<file path="src/include/hrap_pkg.sv">
// constants and types of the host register access port
//
// Operation
// - upper nibble zero instruction: no register operation, contents unchanged
// - two-wire start: sda falls while scl high, begins a transfer
// - two-wire transfer ends on stop or repeated start
// - sda changes only while scl low, stable while scl high
// - two-wire bytes are eight bits, msb first, unlimited count
// - device pulls sda low in ninth clock after each received byte; bytes of an ignored transfer get no ack
// - incrementing write advances pointer per byte; fixed write reuses address
// - incrementing read advances pointer per byte sent; fixed read repeats
// - direct read advances only if last instruction was incrementing
// - six-wire slave moves four bits per edge; master makes clock
// - nibble clock at most one twentieth of oversampling clock
// - mode strap latched at reset release; one means six-wire
// - framing high: ignore nibble clock and data
// - framing fall starts transfer; framing rise clears pending operation
// - six-wire samples on clock fall, drives on clock rise
// - six-wire bytes are two nibbles, high nibble first, unlimited
// - six-wire port is static; clock may pause anywhere
// - instruction lsb is address bit nine, increments with pointer
// - codes: 1 inc write, 2 fixed write, 9 inc read, a fixed read
// - two-wire answers only strapped seven-bit address
// - six-wire: no ack, no device address, first byte is instruction
package hrap_pkg;
  localparam int ADDR_W = 9;
  localparam int BYTE_W = 8;
  localparam int FIFO_W = ADDR_W + BYTE_W;
  localparam int FIFO_DEPTH = 8;
  localparam int CLK_RATIO_MIN = 20;
  localparam logic [3:0] OP_WR_INC = 4'h1;
  localparam logic [3:0] OP_WR_FIX = 4'h2;
  localparam logic [3:0] OP_RD_INC = 4'h9;
  localparam logic [3:0] OP_RD_FIX = 4'ha;
  localparam logic [3:0] BIT_ACK = 4'h8;
  localparam logic [3:0] BIT_END = 4'h9;
  localparam logic [8:0] PTR_RST = 9'h000;
  localparam logic [8:0] PTR_ONE = 9'h001;
  typedef enum logic [2:0] {
    ST_IDLE = 3'b000,
    ST_DEVADDR = 3'b001,
    ST_INSTR = 3'b010,
    ST_ADDR = 3'b011,
    ST_WRITE = 3'b100,
    ST_READ = 3'b101,
    ST_IGNORE = 3'b110
  } hrap_state_t;
endpackage
</file>
<file path="src/core/hrap_fifo.sv">
// write path fifo of the host register access port
`timescale 1ns/1ns
`default_nettype none
module hrap_fifo #(
  parameter int WIDTH = 17,
  parameter int DEPTH = 8
) (
  // clock and reset
  input wire logic sys_clk,
  input wire logic reset,
  input wire logic clk_en,
  // fill side
  input wire logic in_valid,
  output logic in_ready,
  input wire logic [WIDTH-1:0] in_data,
  // drain side
  output logic out_valid,
  input wire logic out_ready,
  output logic [WIDTH-1:0] out_data
);
  localparam int AW = $clog2(DEPTH);
  logic [WIDTH-1:0] mem_q [DEPTH];
  logic [AW-1:0] wp_q, wp_d, rp_q, rp_d;
  logic [AW:0] cnt_q, cnt_d;
  logic push, pop;

  assign in_ready = (cnt_q != (AW+1)'(DEPTH));
  assign out_valid = (cnt_q != '0);
  assign out_data = mem_q[rp_q];
  assign push = in_valid & in_ready;
  assign pop = out_valid & out_ready;

  always_comb begin
    wp_d = push ? wp_q + 1'b1 : wp_q;
    rp_d = pop ? rp_q + 1'b1 : rp_q;
    cnt_d = cnt_q + (AW+1)'(push) - (AW+1)'(pop);
  end

  always_ff @(posedge sys_clk or posedge reset) begin
    if (reset) begin
      wp_q <= '0;
      rp_q <= '0;
      cnt_q <= '0;
    end else if (clk_en) begin
      wp_q <= wp_d;
      rp_q <= rp_d;
      cnt_q <= cnt_d;
    end
  end

  // storage has no reset; out_valid is high only while entry rp_q holds a written value
  generate
    for (genvar i = 0; i < DEPTH; i++) begin : g_ent
      always_ff @(posedge sys_clk) begin
        if (clk_en && push && wp_q == AW'(i)) begin
          mem_q[i] <= in_data;
        end
      end
    end
  endgenerate
endmodule // hrap_fifo
`default_nettype wire

</file>
<file path="src/core/hrap_port.sv">
// host register access port: two-wire and six-wire slave engine
`timescale 1ns/1ns
`default_nettype none
module hrap_port import hrap_pkg::*; (
  // clock, reset, enable
  input wire logic sys_clk,
  input wire logic reset,
  input wire logic clk_en,
  // straps
  input wire logic strap_line_seven,
  input wire logic [6:0] strap_dev_addr,
  // link: scl or nibble clock
  input wire logic host_link_clk,
  // link: sda or framing select
  input wire logic host_frame_select_n_in,
  output logic host_frame_select_n_out,
  output logic host_frame_select_n_oe,
  // link: nibble bus
  input wire logic [3:0] host_nibble_bus_in,
  output logic [3:0] host_nibble_bus_out,
  output logic host_nibble_bus_oe,
  // register write side
  output logic reg_wr_valid,
  input wire logic reg_wr_ready,
  output logic [ADDR_W-1:0] reg_wr_addr,
  output logic [BYTE_W-1:0] reg_wr_data,
  // register read side
  output logic [ADDR_W-1:0] reg_rd_addr,
  input wire logic [BYTE_W-1:0] reg_rd_data,
  // status
  output logic six_wire_mode
);
  // ************************************************
  // synchronisers
  // ************************************************
  logic [5:0] lnk_m_q, lnk_s_q;
  logic lck_p_q, dat_p_q;
  logic [7:0] str_m_q, str_s_q;
  logic lck_s, dat_s;
  logic [3:0] nib_s;
  always_ff @(posedge sys_clk or posedge reset) begin
    if (reset) begin
      lnk_m_q <= 6'h3f;
      lnk_s_q <= 6'h3f;
      lck_p_q <= 1'b1;
      dat_p_q <= 1'b1;
    end else if (clk_en) begin
      lnk_m_q <= {host_link_clk, host_frame_select_n_in, host_nibble_bus_in};
      lnk_s_q <= lnk_m_q;
      lck_p_q <= lnk_s_q[5];
      dat_p_q <= lnk_s_q[4];
    end
  end
  // straps keep sampling through reset, so release finds them settled
  always_ff @(posedge sys_clk) begin
    if (clk_en) begin
      str_m_q <= {strap_line_seven, strap_dev_addr};
      str_s_q <= str_m_q;
    end
  end
  assign lck_s = lnk_s_q[5];
  assign dat_s = lnk_s_q[4];
  assign nib_s = lnk_s_q[3:0];
  // strap capture: first enabled edge after release
  logic cap_q, six_q, six_d;
  logic [6:0] dev_q, dev_d;
  always_comb begin
    six_d = cap_q ? six_q : str_s_q[7];
    dev_d = cap_q ? dev_q : str_s_q[6:0];
  end
  always_ff @(posedge sys_clk or posedge reset) begin
    if (reset) begin
      cap_q <= 1'b0;
      six_q <= 1'b0;
      dev_q <= 7'h00;
    end else if (clk_en) begin
      cap_q <= 1'b1;
      six_q <= six_d;
      dev_q <= dev_d;
    end
  end
  assign six_wire_mode = six_q;
  // link events; state moves only on seen edges, so a paused clock is safe
  logic tw, sw, rise, fall, start_ev, stop_ev, fr_start, fr_off;
  assign tw = cap_q & ~six_q;
  assign sw = cap_q & six_q;
  assign rise = lck_s & ~lck_p_q;
  assign fall = ~lck_s & lck_p_q;
  assign start_ev = tw & lck_s & lck_p_q & dat_p_q & ~dat_s;
  assign stop_ev = tw & lck_s & lck_p_q & ~dat_p_q & dat_s;
  assign fr_start = sw & dat_p_q & ~dat_s;
  assign fr_off = sw & dat_s;

  // ************************************************
  // protocol engine
  // ************************************************
  hrap_state_t st_q, st_d;
  logic [3:0] bcnt_q, bcnt_d;
  logic [7:0] sh_q, sh_d, tx_q, tx_d;
  logic [8:0] ptr_q, ptr_d;
  logic inc_q, inc_d, rdop_q, rdop_d, first_q, first_d, acked_q, acked_d;
  logic oe_q, oe_d, noe_q, noe_d;
  logic [3:0] nib_q, nib_d;
  logic pend_q, pend_d;
  logic [16:0] pw_q, pw_d;
  logic take, ack;
  logic [7:0] bv;
  logic push_ready;
  always_comb begin
    st_d = st_q;
    bcnt_d = bcnt_q;
    sh_d = sh_q;
    tx_d = tx_q;
    ptr_d = ptr_q;
    inc_d = inc_q;
    rdop_d = rdop_q;
    first_d = first_q;
    acked_d = acked_q;
    oe_d = oe_q;
    noe_d = noe_q;
    nib_d = nib_q;
    pend_d = pend_q & ~push_ready & ~fr_off;
    pw_d = pw_q;
    take = 1'b0;
    bv = sh_q;
    ack = 1'b0;
    if (start_ev | fr_start) begin
      st_d = tw ? ST_DEVADDR : ST_INSTR;
      bcnt_d = 4'h0;
      oe_d = 1'b0;
      noe_d = 1'b0;
    end else if (stop_ev | fr_off) begin
      st_d = ST_IDLE;
      bcnt_d = 4'h0;
      oe_d = 1'b0;
      noe_d = 1'b0;
    end else if (tw && st_q != ST_IDLE) begin
      if (rise && bcnt_q < BIT_ACK) begin
        sh_d = {sh_q[6:0], dat_s};
        tx_d = {tx_q[6:0], 1'b1};
        bcnt_d = bcnt_q + 4'h1;
      end else if (rise && bcnt_q == BIT_ACK) begin
        acked_d = ~dat_s;
        bcnt_d = BIT_END;
        if (st_q == ST_READ && inc_q && !first_q) begin
          ptr_d = ptr_q + PTR_ONE;
        end
      end else if (fall && bcnt_q == BIT_ACK) begin
        if (st_q == ST_READ) begin
          oe_d = 1'b0;
        end else begin
          take = 1'b1;
        end
      end else if (fall && bcnt_q == BIT_END) begin
        oe_d = 1'b0;
        bcnt_d = 4'h0;
        if (st_q == ST_READ) begin
          if (first_q | acked_q) begin
            tx_d = reg_rd_data;
            oe_d = ~reg_rd_data[7];
            first_d = 1'b0;
          end else begin
            st_d = ST_IGNORE;
          end
        end
      end else if (fall && st_q == ST_READ) begin
        oe_d = ~tx_q[7];
      end
    end else if (sw && st_q != ST_IDLE) begin
      if (fall && st_q != ST_READ) begin
        sh_d = {sh_q[3:0], nib_s};
        bcnt_d = {3'h0, ~bcnt_q[0]};
        take = bcnt_q[0];
        bv = {sh_q[3:0], nib_s};
      end else if (rise && st_q == ST_READ) begin
        bcnt_d = {3'h0, ~bcnt_q[0]};
        if (!bcnt_q[0]) begin
          tx_d = reg_rd_data;
          nib_d = reg_rd_data[7:4];
        end else begin
          nib_d = tx_q[3:0];
          if (inc_q) begin
            ptr_d = ptr_q + PTR_ONE;
          end
        end
      end
    end
    if (take) begin
      ack = (st_q != ST_IGNORE) && tw;
      unique case (st_q)
        ST_DEVADDR: begin
          if (bv[7:1] == dev_q) begin
            st_d = bv[0] ? ST_READ : ST_INSTR;
            first_d = 1'b1;
          end else begin
            st_d = ST_IGNORE;
            ack = 1'b0;
          end
        end
        ST_INSTR: begin
          st_d = ST_ADDR;
          ptr_d[8] = bv[0];
          unique case (bv[7:4])
            OP_WR_INC: begin
              inc_d = 1'b1;
              rdop_d = 1'b0;
            end
            OP_WR_FIX: begin
              inc_d = 1'b0;
              rdop_d = 1'b0;
            end
            OP_RD_INC: begin
              inc_d = 1'b1;
              rdop_d = 1'b1;
            end
            OP_RD_FIX: begin
              inc_d = 1'b0;
              rdop_d = 1'b1;
            end
            default: begin
              st_d = ST_IGNORE;
              ptr_d = ptr_q;
            end
          endcase
        end
        ST_ADDR: begin
          ptr_d[7:0] = bv;
          // two-wire reads resume after a repeated start as a direct read
          st_d = rdop_q ? (sw ? ST_READ : ST_IGNORE) : ST_WRITE;
          noe_d = rdop_q & sw;
        end
        ST_WRITE: begin
          // a byte landing while the last one still waits is lost
          if (!pend_d) begin
            pend_d = 1'b1;
            pw_d = {ptr_q, bv};
          end
          if (inc_q) begin
            ptr_d = ptr_q + PTR_ONE;
          end
        end
        default: st_d = st_q;
      endcase
      oe_d = ack;
    end
  end

  always_ff @(posedge sys_clk or posedge reset) begin
    if (reset) begin
      st_q <= ST_IDLE;
      bcnt_q <= 4'h0;
      sh_q <= 8'h00;
      tx_q <= 8'hff;
      ptr_q <= PTR_RST;
      inc_q <= 1'b0;
      rdop_q <= 1'b0;
      first_q <= 1'b0;
      acked_q <= 1'b0;
      oe_q <= 1'b0;
      noe_q <= 1'b0;
      nib_q <= 4'hf;
      pend_q <= 1'b0;
      pw_q <= 17'h00000;
    end else if (clk_en) begin
      st_q <= st_d;
      bcnt_q <= bcnt_d;
      sh_q <= sh_d;
      tx_q <= tx_d;
      ptr_q <= ptr_d;
      inc_q <= inc_d;
      rdop_q <= rdop_d;
      first_q <= first_d;
      acked_q <= acked_d;
      oe_q <= oe_d;
      noe_q <= noe_d;
      nib_q <= nib_d;
      pend_q <= pend_d;
      pw_q <= pw_d;
    end
  end

  assign host_frame_select_n_out = 1'b0;
  assign host_frame_select_n_oe = oe_q;
  assign host_nibble_bus_out = nib_q;
  assign host_nibble_bus_oe = noe_q;
  assign reg_rd_addr = ptr_q;

  // ************************************************
  // write buffer
  // ************************************************
  logic [16:0] fo_data;
  hrap_fifo #(.WIDTH(FIFO_W), .DEPTH(FIFO_DEPTH)) u_fifo (
    .sys_clk(sys_clk), .reset(reset), .clk_en(clk_en),
    .in_valid(pend_q), .in_ready(push_ready), .in_data(pw_q),
    .out_valid(reg_wr_valid), .out_ready(reg_wr_ready), .out_data(fo_data)
  );
  assign reg_wr_addr = fo_data[16:8];
  assign reg_wr_data = fo_data[7:0];
endmodule // hrap_port
`default_nettype wire

</file>
<file path="config.mk">
export PLATFORM = sky130hd
export DESIGN_NAME = hrap_port
export DESIGN_NICKNAME = d
export VERILOG_FILES = /design/src/include/hrap_pkg.sv /design/src/core/hrap_fifo.sv /design/src/core/hrap_port.sv
export SDC_FILE = /design/constraint.sdc
export NUM_CORES = 1
export LEC_CHECK = 0
export BUFFER_PORTS_ARGS = -buffer_cell sky130_fd_sc_hd__buf_2
export CAP_MARGIN = 20
export CORE_UTILIZATION = 35
export DETAILED_ROUTE_END_ITERATION = 10
export PLACE_DENSITY = 0.59
export SLEW_MARGIN = 20
export SYNTH_ARGS = -nofsm -noshare
export SYNTH_HDL_FRONTEND = slang
export SYNTH_SLANG_ARGS = --single-unit
</file>
<file path="constraint.sdc">
create_clock -name sys_clk -period 3.45 [get_ports sys_clk]
set_input_delay 0.345 -clock sys_clk [delete_from_list [all_inputs] [get_ports sys_clk]]
set_output_delay 0.345 -clock sys_clk [all_outputs]
set_load 0.005 [all_outputs]
</file>
==> parameters.txt, run 1 <==
Parameter                              Value

Status
  Run status    finished, final reports clean

Floorplan
  Starting Density    0.358
  Die span in x    approximately 180 µm
  Area enclosed by the die boundary    approximately 33000 µm²
  Area of the placeable core    about 32000 µm²
  Cell Rows    between 60 and 70
  I/O pin count    61
  Overall die height    182 µm

Logic synthesis
  Flop and latch count out of synthesis    about 250
  Share of flip-flops with an asynchronous set or reset    0.380
  Average footprint of a synthesized cell    about 15 µm²
  Compound-cell area share of the yosys netlist    0.0858
  XOR/XNOR share of the synthesized area    0.0170
  Distinct cell type count after synthesis    ~80
  Number of enable flip-flop cells after synthesis    between 150 and 200
  Synth Warn #    0
  Main combinational cell family by area after synthesis    multiplexers
  Nets in the synthesized netlist    820
  Post-synthesis mux area share    0.165
  Synth Cell Area    approximately 11000 µm²
  Post-synthesis sequential area ratio    0.610
  Simple-gate share of the synthesized area    0.0736
  Most used flip-flop cell after synthesis    edfxtp_1
  Post-Syn Instances    between 700 and 800
  Adder-cell share of the synthesized area    0.0194

Power and ir drop
  Standby leakage power    4.89 nW
  Pwr/cell area    659 nW/µm²
  Maximum resistive drop on vdd    0.460 mV

Clock network
  Clock transition at path regs    about 0.06 ns
  CTS buffer count    26
  Post-CTS Repair Setup Buffers    0
  Clk Tree Root Cell    clkbuf_16
  Sinks on the clock net    ~250
  CTS H-tree depth    1
  Clock latency of the later-clocked register in the worst-skew pair    about 0.53 ns
  CTS tree    yes
  Count of instances resized after the clock tree is built    0
  Buffer depth of the longest clock path    3

Place
  Port bufs    just under 60
  Detailed placement HPWL    between 15 and 20 mm
  Cell area after placement    12100 µm²
  Placed instance count    around 1200
  Final RePlAce weighted congestion    0.864

Finish
  Final cell count without fillers    approximately 1300
  Proportion of layout cells with a drive suffix above 1    0.326
  Summed area of non-filler cells in the final layout    13100 µm²
  Final-stage net count    around 890
  Antenna Diode Count    0
  Most used cells in the layout excluding fill and tap cells    edfxtp_1 (152), mux2_2 (77), dfrtp_1 (66)
  Signed area change from the synthesized netlist to the final layout    15.8%
  Most common cell after layout, fill and taps aside    edfxtp_1

Setup path
  Critical Path Sink Type    output port
  Nature of the critical path startpoint    flip-flop
  Required time at the endpoint of the critical path    3.11 ns
  Number of buffers and inverters on the critical path    2
  Max FO, Critical Path    22
  Critical Path AT    2.48 ns
  Standard cell with the maximum stage delay on the critical path    dfrtp_2
  Critical path class    flip-flop to output port
  Worst reg-to-reg setup slack    0.68 ns
  Max incr delay on CP    0.70 ns
  Cell family contributing the most delay on the critical path    multiplexers
  List of cells traversed by the critical path    buf_12, mux4_2, mux2_2, buf_2

STA
  Slew margin rel.    0.348
  Fin Clk Skew    between 0.01 and 0.015 ns
  Min Hold Slack    about 0.054 ns
  Final count of pins violating max slew    0
  Worst Max-Slew Pin Slew    ~0.98 ns
  Final period util    0.820
  Highest achievable clock rate    353 MHz
  Setup_tns    0 ns
  Unrepaired setup endpoints after global routing    false
  Hold Violations, Final    0
  Total of endpoints with negative setup slack in the final report    0
  Clock period minus worst slack    2.83 ns

Drt
  DRC viols    0
  Post-Route WL    between 20 and 25 mm
  DRT antenna net count    0
  Via-per-instance ratio    5.26
  Number of vias in the routed layout    between 6000 and 7000
  Count of routing violations after the opening detailed-route iteration    564
  Routed length per instance    roughly 19 µm
  First-pass DRT Iterations    4

GRT
  Pin count of the biggest net entering global routing    93
  Number of global-route vias before repair    between 6000 and 7000
  Total global routing overflow    0
  Wire length of the first global-routing pass    38.2 mm
  Total GRT Usage    0.146
  Number of antenna violations at the first check in global routing    0

Worst hold path
  Worst Hold Class    input port to flip-flop

Job
  Count of maximum capacitance violations    0
[worst paths after layout]
kind | from | to | cells past startpoint
max in group asynchronous | reset | lnk_s_q[2]$_DFFE_PP1P_ | 4
setup reg to reg | st_q[0]$_DFFE_PP0P_ | st_q[1]$_DFFE_PP0P_ | 7
hold / removal | host_frame_select_n_in | lnk_m_q[4]$_DFFE_PP1P_ | 2
hold reg to reg | str_m_q[1]$_DFFE_PP_ | str_s_q[1]$_DFFE_PP_ | 0
setup / recovery | u_fifo.rp_q[0]$_DFFE_PP0P_ | reg_wr_data[6] | 4
min in group asynchronous | reset | u_fifo.rp_q[0]$_DFFE_PP0P_ | 3
[registers in the layout, summed over array words and instances (netlist names), 6 cells and up]
register,cells
dev_q,7
pw_q,17
u_fifo.mem_q,136
str_s_q,8
sh_q,8
tx_q,8
reg_rd_addr,9
lnk_m_q,6
str_m_q,8
lnk_s_q,6
[area by class of cell]
type,count,area (µm²)
clock buffer,32,734
clock inverter,16,203
fill,2909,18600
inverter,30,115
multi-input combinational,458,4090
sequential,245,6930
tap,402,503
timing repair buffer,89,568
[per-layer routing]
| metal | global-route usage | routed length (µm) | up-vias |
|---|---|---|---|
| met3 | 0.0210 | 991 | 29 |
| met5 | 0 | 0 | - |
| met2 | 0.244 | 11400 | 170 |
| li1 | - | - | 3119 |
| met1 | 0.201 | 11000 | 3374 |
| met4 | 0.0319 | 336 | 0 |
[worst register-to-register path, delay by kind of cell (launching register included)]
family                 cells  cell delay [ns]
buffers and inverters      1             0.26
AO/OA/AOI/OAI              3             1.11
multiplexers               1             0.28
XOR/XNOR                   1             0.21
AND/OR/NAND/NOR            1             0.17
flip-flops                 1             0.63
[per-stage QoR]
stage          total power [mW]  worst slack [ns]   util
4_1_cts                    8.79             0.518  0.414
3_3_place_gp               5.76             0.875  0.382
5_1_grt                    9.10             0.454  0.414
3_5_place_dp               5.78             0.780  0.382
6_report                   8.67             0.621  0.414
2_1_floorplan              5.19             0.728      -
[what timing repair did]
action | CTS | global route
hold buffers | 9 | 0
setup endpoints to repair | 0 | 0
endpoints found under the hold margin | 75 | 0
[Yosys cell counts, drive strengths merged, types with 5 or more instances]
cell type / count / area (µm²)
nor2b: 8 / 50.1
mux2: 81 / 912
ha: 16 / 200
xnor2: 18 / 158
dfstp: 26 / 683
dfrtp: 67 / 1680
o31ai: 5 / 51.3
nand2b: 12 / 75.1
o22ai: 23 / 150
mux2i: 19 / 190
inv: 30 / 113
and2: 11 / 68.8
nand4: 6 / 37.5
nor3: 6 / 41.3
clkbuf: 21 / 78.8
nor2: 37 / 141
o21ai: 14 / 81.3
nand2: 35 / 131
and3: 11 / 68.8
a21o: 5 / 37.5
a2bb2oi: 8 / 70.1
mux4: 34 / 766
edfxtp: 152 / 4560
a21oi: 26 / 138
nand3: 10 / 50.1
a31oi: 5 / 37.5
buf: 23 / 140
[where the power goes]
part / switching, mW / internal [mW] / total [mW]
Combinational: 0.922 / 0.965 / 1.89
Sequential: 0.399 / 3.42 / 3.82
Clock: 1.14 / 1.82 / 2.96
[cells by family after synthesis]
family,count (synthesis)
xor gates and xnor gates,22
other,1
and+or+nand+nor,155
buffers and inverters,74
muxes,134
AOI/OAI and AO/OA,129
DFF,245
adders and majority gates,17
Power figures use the tool's default switching activity.
==> inputs of run 2 (changes only) <==
PLACE_DENSITY = 0.6   (was 0.59)
clock period = 2.3 ns   (was 3.45 ns; I/O delays follow)
==> run 2 against run 1 <==
The run now ends with negative setup slack left. Wire length up 4.5%. Clock power increased by 43%. Critical path depth rose by 1. Cell count is 4.7% higher. Global-route usage up 0.90 points. Critical path type unchanged. Largest power group unchanged. Highest routed layer unchanged.
==> parameters.txt, run 2 (synthesized netlist as in run 1, its figures left out) <==
Parameter                              Value

Status
  Run status    complete, but fails checks
  Failing checks    negative setup slack

Clock network
  Sinks on the clock net    around 250
  CTS buffer count    26
  CTS H-tree depth    1
  Clock transition at path regs    approximately 0.06 ns
  Buffer depth of the longest clock path    3
  CTS tree    yes
  Clk Tree Root Cell    clkbuf_16
  Clock latency of the later-clocked register in the worst-skew pair    about 0.54 ns

Finish
  Summed area of non-filler cells in the final layout    ~14000 µm²
  Proportion of layout cells with a drive suffix above 1    0.370
  Most flop-heavy register    u_fifo.mem_q
  Final-stage net count    between 900 and 1000
  Signed area change from the synthesized netlist to the final layout    22.5%
  Most used cells in the layout excluding fill and tap cells    edfxtp_1 (152), mux2_2 (69), dfrtp_1 (65)
  Most common cell after layout, fill and taps aside    edfxtp_1
  Flip-flop count of the largest register after layout    roughly 140

Drt
  DRT antenna net count    0
  Count of routing violations after the opening detailed-route iteration    approximately 470
  Number of vias in the routed layout    roughly 6900
  Post-Route WL    roughly 25 mm
  Via-per-instance ratio    5.19
  DRC viols    0
  Routed length per instance    18.7 µm
  First-pass DRT Iterations    5

Setup path
  Max FO, Critical Path    6
  Cell depth of the worst flop-to-flop path    6
  Endpoint of the most critical setup path    reg_wr_data[6]
  Worst reg-to-reg setup slack    roughly 0.08 ns
  Nature of the critical path startpoint    flip-flop
  Critical path class    flip-flop to output port
  Crit path from    u_fifo.rp_q[0]$_DFFE_PP0P_
  R2r endpoint    pw_q[0]$_DFFE_PP0P_
  Critical Path Sink Type    output port
  Beginning of the worst register-to-register path    bcnt_q[1]$_DFFE_PP0P_
  Required time at the endpoint of the critical path    around 2.1 ns
  Critical Path AT    roughly 2.1 ns

GRT
  Total GRT Usage    0.155
  Pin count of the biggest net entering global routing    51
  GRT busiest layer    met2
  Number of global-route vias before repair    between 7000 and 8000
  Wire length of the first global-routing pass    between 40 and 50 mm
  Global routing met3 resource utilization    0.0251
  Number of antenna violations at the first check in global routing    1
  Total global routing overflow    0
  Global Route met1 Usage    0.212
  Met2 Usage GRT    0.256

STA
  Hold Violations, Final    0
  Highest achievable clock rate    ~430 MHz
  Slew margin rel.    0.603
  Final count of pins violating max slew    0
  Setup_tns    -0.214 ns
  Least setup slack across all paths after layout    -0.0288 ns
  Fin Clk Skew    ~0.018 ns
  Clock period minus worst slack    2.33 ns
  Total of endpoints with negative setup slack in the final report    16
  Final period util    1.01
  Unrepaired setup endpoints after global routing    true
  Worst Max-Slew Pin Slew    0.594 ns

Floorplan
  I/O pin count    about 60
  Area of the placeable core    ~32000 µm²
  Starting Density    0.358
  Die span in x    ~180 µm
  Cell Rows    65
  Area enclosed by the die boundary    roughly 33000 µm²
  Overall die height    182 µm

Job
  Count of maximum capacitance violations    0

Power and ir drop
  Standby leakage power    roughly 5.2 nW
  Pwr/cell area    about 970 nW/µm²
  Maximum resistive drop on vdd    just under 0.6 mV

Place
  Cell area after placement    around 13000 µm²
  Final RePlAce weighted congestion    between 0.8 and 0.9
  Port bufs    59
  Detailed placement HPWL    16.1 mm

Worst hold path
  Hold-critical path depth    3
  Worst Hold Class    input port to flip-flop
-- run 2: worst max-delay path: stages (launching register included) --
cell       delay [ns]
dfrtp_2          0.37
buf_12           0.14
clkbuf_16        0.16
mux4_2           0.49
mux2_2           0.29
buf_2            0.13
-- run 2: cell type report --
| cell class | instances | area [µm²] |
|---|---|---|
| Antenna cell | 1 | 2.50 |
| Clock buffer | 30 | 666 |
| Clock inverter | 18 | 210 |
| Fill cell | 2860 | 17800 |
| Inverter | 30 | 116 |
| Multi-Input combinational cell | 458 | 4170 |
| Sequential cell | 245 | 6930 |
| Tap cell | 402 | 503 |
| Timing Repair Buffer | 148 | 1300 |
-- run 2: what timing repair did --
action	4_1_cts	5_1_grt
pin swaps	0	1
setup buffers	4	4
hold buffers	16	0
resized for setup	17	23
cloned	2	1
hold endpoints to repair	37	0
setup endpoints to repair	17	44
-- run 2: power by group --
group | internal [mW] | leakage [nW] | switching (mW)
clock network | 2.54 | 0.427 | 1.70
registers | 5.14 | 2.40 | 0.320
logic | 2.01 | 2.42 | 1.84
-- run 2: worst min path at each step --
stage	from	end	slack [ns]
CTS	reg_rd_data[2]	tx_q[2]$_DFFE_PP1P_	0.04
finish	reg_rd_data[2]	tx_q[2]$_DFFE_PP1P_	0.06
detailed placement	reset	u_fifo.cnt_q[1]$_DFFE_PP0P_	0.34
global placement	reset	u_fifo.cnt_q[1]$_DFFE_PP0P_	0.33
floorplan	strap_dev_addr[0]	str_m_q[0]$_DFFE_PP_	0.33
global route	reg_rd_data[3]	tx_q[3]$_DFFE_PP1P_	0.05
-- run 2: metal layers --
layer,share of wire,vias up
li1,-,3234
met1,0.45,3439
met2,0.48,200
met3,0.048,40
met4,0.021,0
met5,0,-
-- run 2: stage by stage --
step	power [mW]	std cells	setup WS [ns]	hold slack, ns	utilization
final	13.5	1332	-0.0288	0.0553	0.438
after floorplan	7.79	777	0.00646	0.329	-
after global placement	9.01	1259	0.0692	0.329	0.398
after detailed placement	9.04	1259	0.0375	0.343	0.398
after CTS	13.7	1329	-0.149	0.0407	0.436
after global routing	14.3	1331	-0.118	0.0511	0.438
==> inputs of run 3 (changes only) <==
CORE_UTILIZATION = 41   (was 35)
==> run 3 against run 2 <==
The flow still finishes with violations (negative setup slack). Global-route usage increased by 2.0 points. Critical path depth did not move. Wire length is 2.9% lower. Utilization increased by 7.2 points. Cell count down 4.7%. Sequential power is essentially flat. Clock power is 2% lower. Combinational power barely moved. Critical path type unchanged. Largest power group unchanged.
==> parameters.txt, run 3 (synthesized netlist as in run 1, its figures left out) <==
Parameter                              Value

Status
  Run status    complete, but fails checks
  Failing checks    negative setup slack

Place
  Post-place setup slack    between 0.015 and 0.02 ns
  Detailed placement HPWL    15.7 mm
  Final RePlAce weighted congestion    0.907
  Port bufs    between 50 and 60
  Placed instance count    1198
  Cell area after placement    12500 µm²

STA
  Clock period minus worst slack    2.38 ns
  Final count of pins violating max slew    0
  Min Hold Slack    approximately 0.059 ns
  Setup_tns    -0.970 ns
  Worst Max-Slew Pin Slew    0.513 ns
  Highest achievable clock rate    between 400 and 500 MHz
  Hold Violations, Final    0
  Unrepaired setup endpoints after global routing    true
  Least setup slack across all paths after layout    -0.0798 ns
  Total of endpoints with negative setup slack in the final report    16
  Slew margin rel.    0.655
  Final period util    1.03
  Fin Clk Skew    roughly 0.015 ns

Finish
  Core utilization of the finished layout    0.511
  Flip-flop count of the largest register after layout    between 100 and 150
  Final cell count without fillers    1269
  Signed area change from the synthesized netlist to the final layout    21.6%
  Summed area of non-filler cells in the final layout    13800 µm²
  Proportion of layout cells with a drive suffix above 1    0.369
  Most used cells in the layout excluding fill and tap cells    edfxtp_1 (152), mux2_2 (66), dfrtp_1 (66)
  Final-stage net count    between 900 and 1000
  Antenna Diode Count    0
  Most flop-heavy register    u_fifo.mem_q
  Most common cell after layout, fill and taps aside    edfxtp_1

Floorplan
  Die span in x    around 170 µm
  Area of the placeable core    approximately 27000 µm²
  I/O pin count    a little over 60
  Starting Density    0.420
  Area enclosed by the die boundary    approximately 28000 µm²
  Cell Rows    60
  Overall die height    approximately 170 µm

Power and ir drop
  Pwr/cell area    roughly 970 nW/µm²
  Final total power    between 10 and 15 mW
  Maximum resistive drop on vdd    0.605 mV
  Standby leakage power    roughly 5.2 nW

Drt
  Routed length per instance    between 15 and 20 µm
  Via-per-instance ratio    5.44
  Count of routing violations after the opening detailed-route iteration    615
  DRT antenna net count    0
  Post-Route WL    approximately 24 mm
  Number of vias in the routed layout    6902
  First-pass DRT Iterations    5
  DRC viols    0

GRT
  Pin count of the biggest net entering global routing    94
  Wire length of the first global-routing pass    38.8 mm
  Total global routing overflow    0
  Number of antenna violations at the first check in global routing    0
  Total GRT Usage    0.175
  Number of global-route vias before repair    6971

Clock network
  Clock latency of the later-clocked register in the worst-skew pair    around 0.54 ns
  Buffer depth of the longest clock path    3
  CTS H-tree depth    1
  Clk Tree Root Cell    clkbuf_16
  Sinks on the clock net    about 250
  CTS buffer count    26
  CTS tree    yes
  Clock transition at path regs    0.06 ns

Setup path
  Critical Path AT    ~2.2 ns
  Nature of the critical path startpoint    flip-flop
  Max FO, Critical Path    7
  Critical path class    flip-flop to output port
  Critical Path Sink Type    output port
  Required time at the endpoint of the critical path    slightly above 2 ns

Worst hold path
  Worst Hold Class    input port to flip-flop

Job
  Count of maximum capacitance violations    0
-- run 3: power breakdown --
group	switching (mW)	internal, mW
logic	1.84	2.02
clock network	1.69	2.45
registers	0.308	5.14
-- run 3: timing repair --
item	in CTS	in global routing
endpoints found under the setup margin	16	44
gates resized for setup	22	27
pin swaps	0	1
hold buffers	16	0
gates cloned	1	0
setup buffers	4	3
hold endpoints to repair	82	0
-- run 3: area by class of cell --
cell class	instances	area [µm²]
clock buffers	37	732
repair buffers	147	1280
well taps	341	427
clock inverters	11	124
multi-input cells	458	4190
flip-flops and latches	245	6930
inverters	30	116
fillers	2286	13200
-- run 3: critical path, stage by stage, from the launching register on --
cell and delay (ns):
dfrtp_2 0.43, buf_6 0.14, buf_12 0.13, mux4_2 0.51, mux2_4 0.28, buf_6 0.12
-- run 3: worst paths after layout --
kind	slack [ns]	start	depth (start not counted)	end
max	-0.08	u_fifo.rp_q[0]$_DFFE_PP0P_	5	reg_wr_addr[7]
min	0.06	reg_rd_data[2]	3	tx_q[2]$_DFFE_PP1P_
max reg2reg	0.09	lck_p_q$_DFFE_PP1P_	8	st_q[1]$_DFFE_PP0P_
min reg2reg	0.41	str_m_q[1]$_DFFE_PP_	0	str_s_q[1]$_DFFE_PP_
max in group asynchronous	1.52	reset	4	lnk_m_q[3]$_DFFE_PP1P_
min in group asynchronous	0.38	reset	4	u_fifo.cnt_q[2]$_DFFE_PP0P_
-- run 3: routing by layer --
metal  vias up  global-route usage  part of all wire
li1       3224                   -                 -
met1      3464               0.238              0.46
met2       172               0.290              0.48
met3        42              0.0230             0.037
met4         0              0.0573             0.027
met5         -                   0                 0
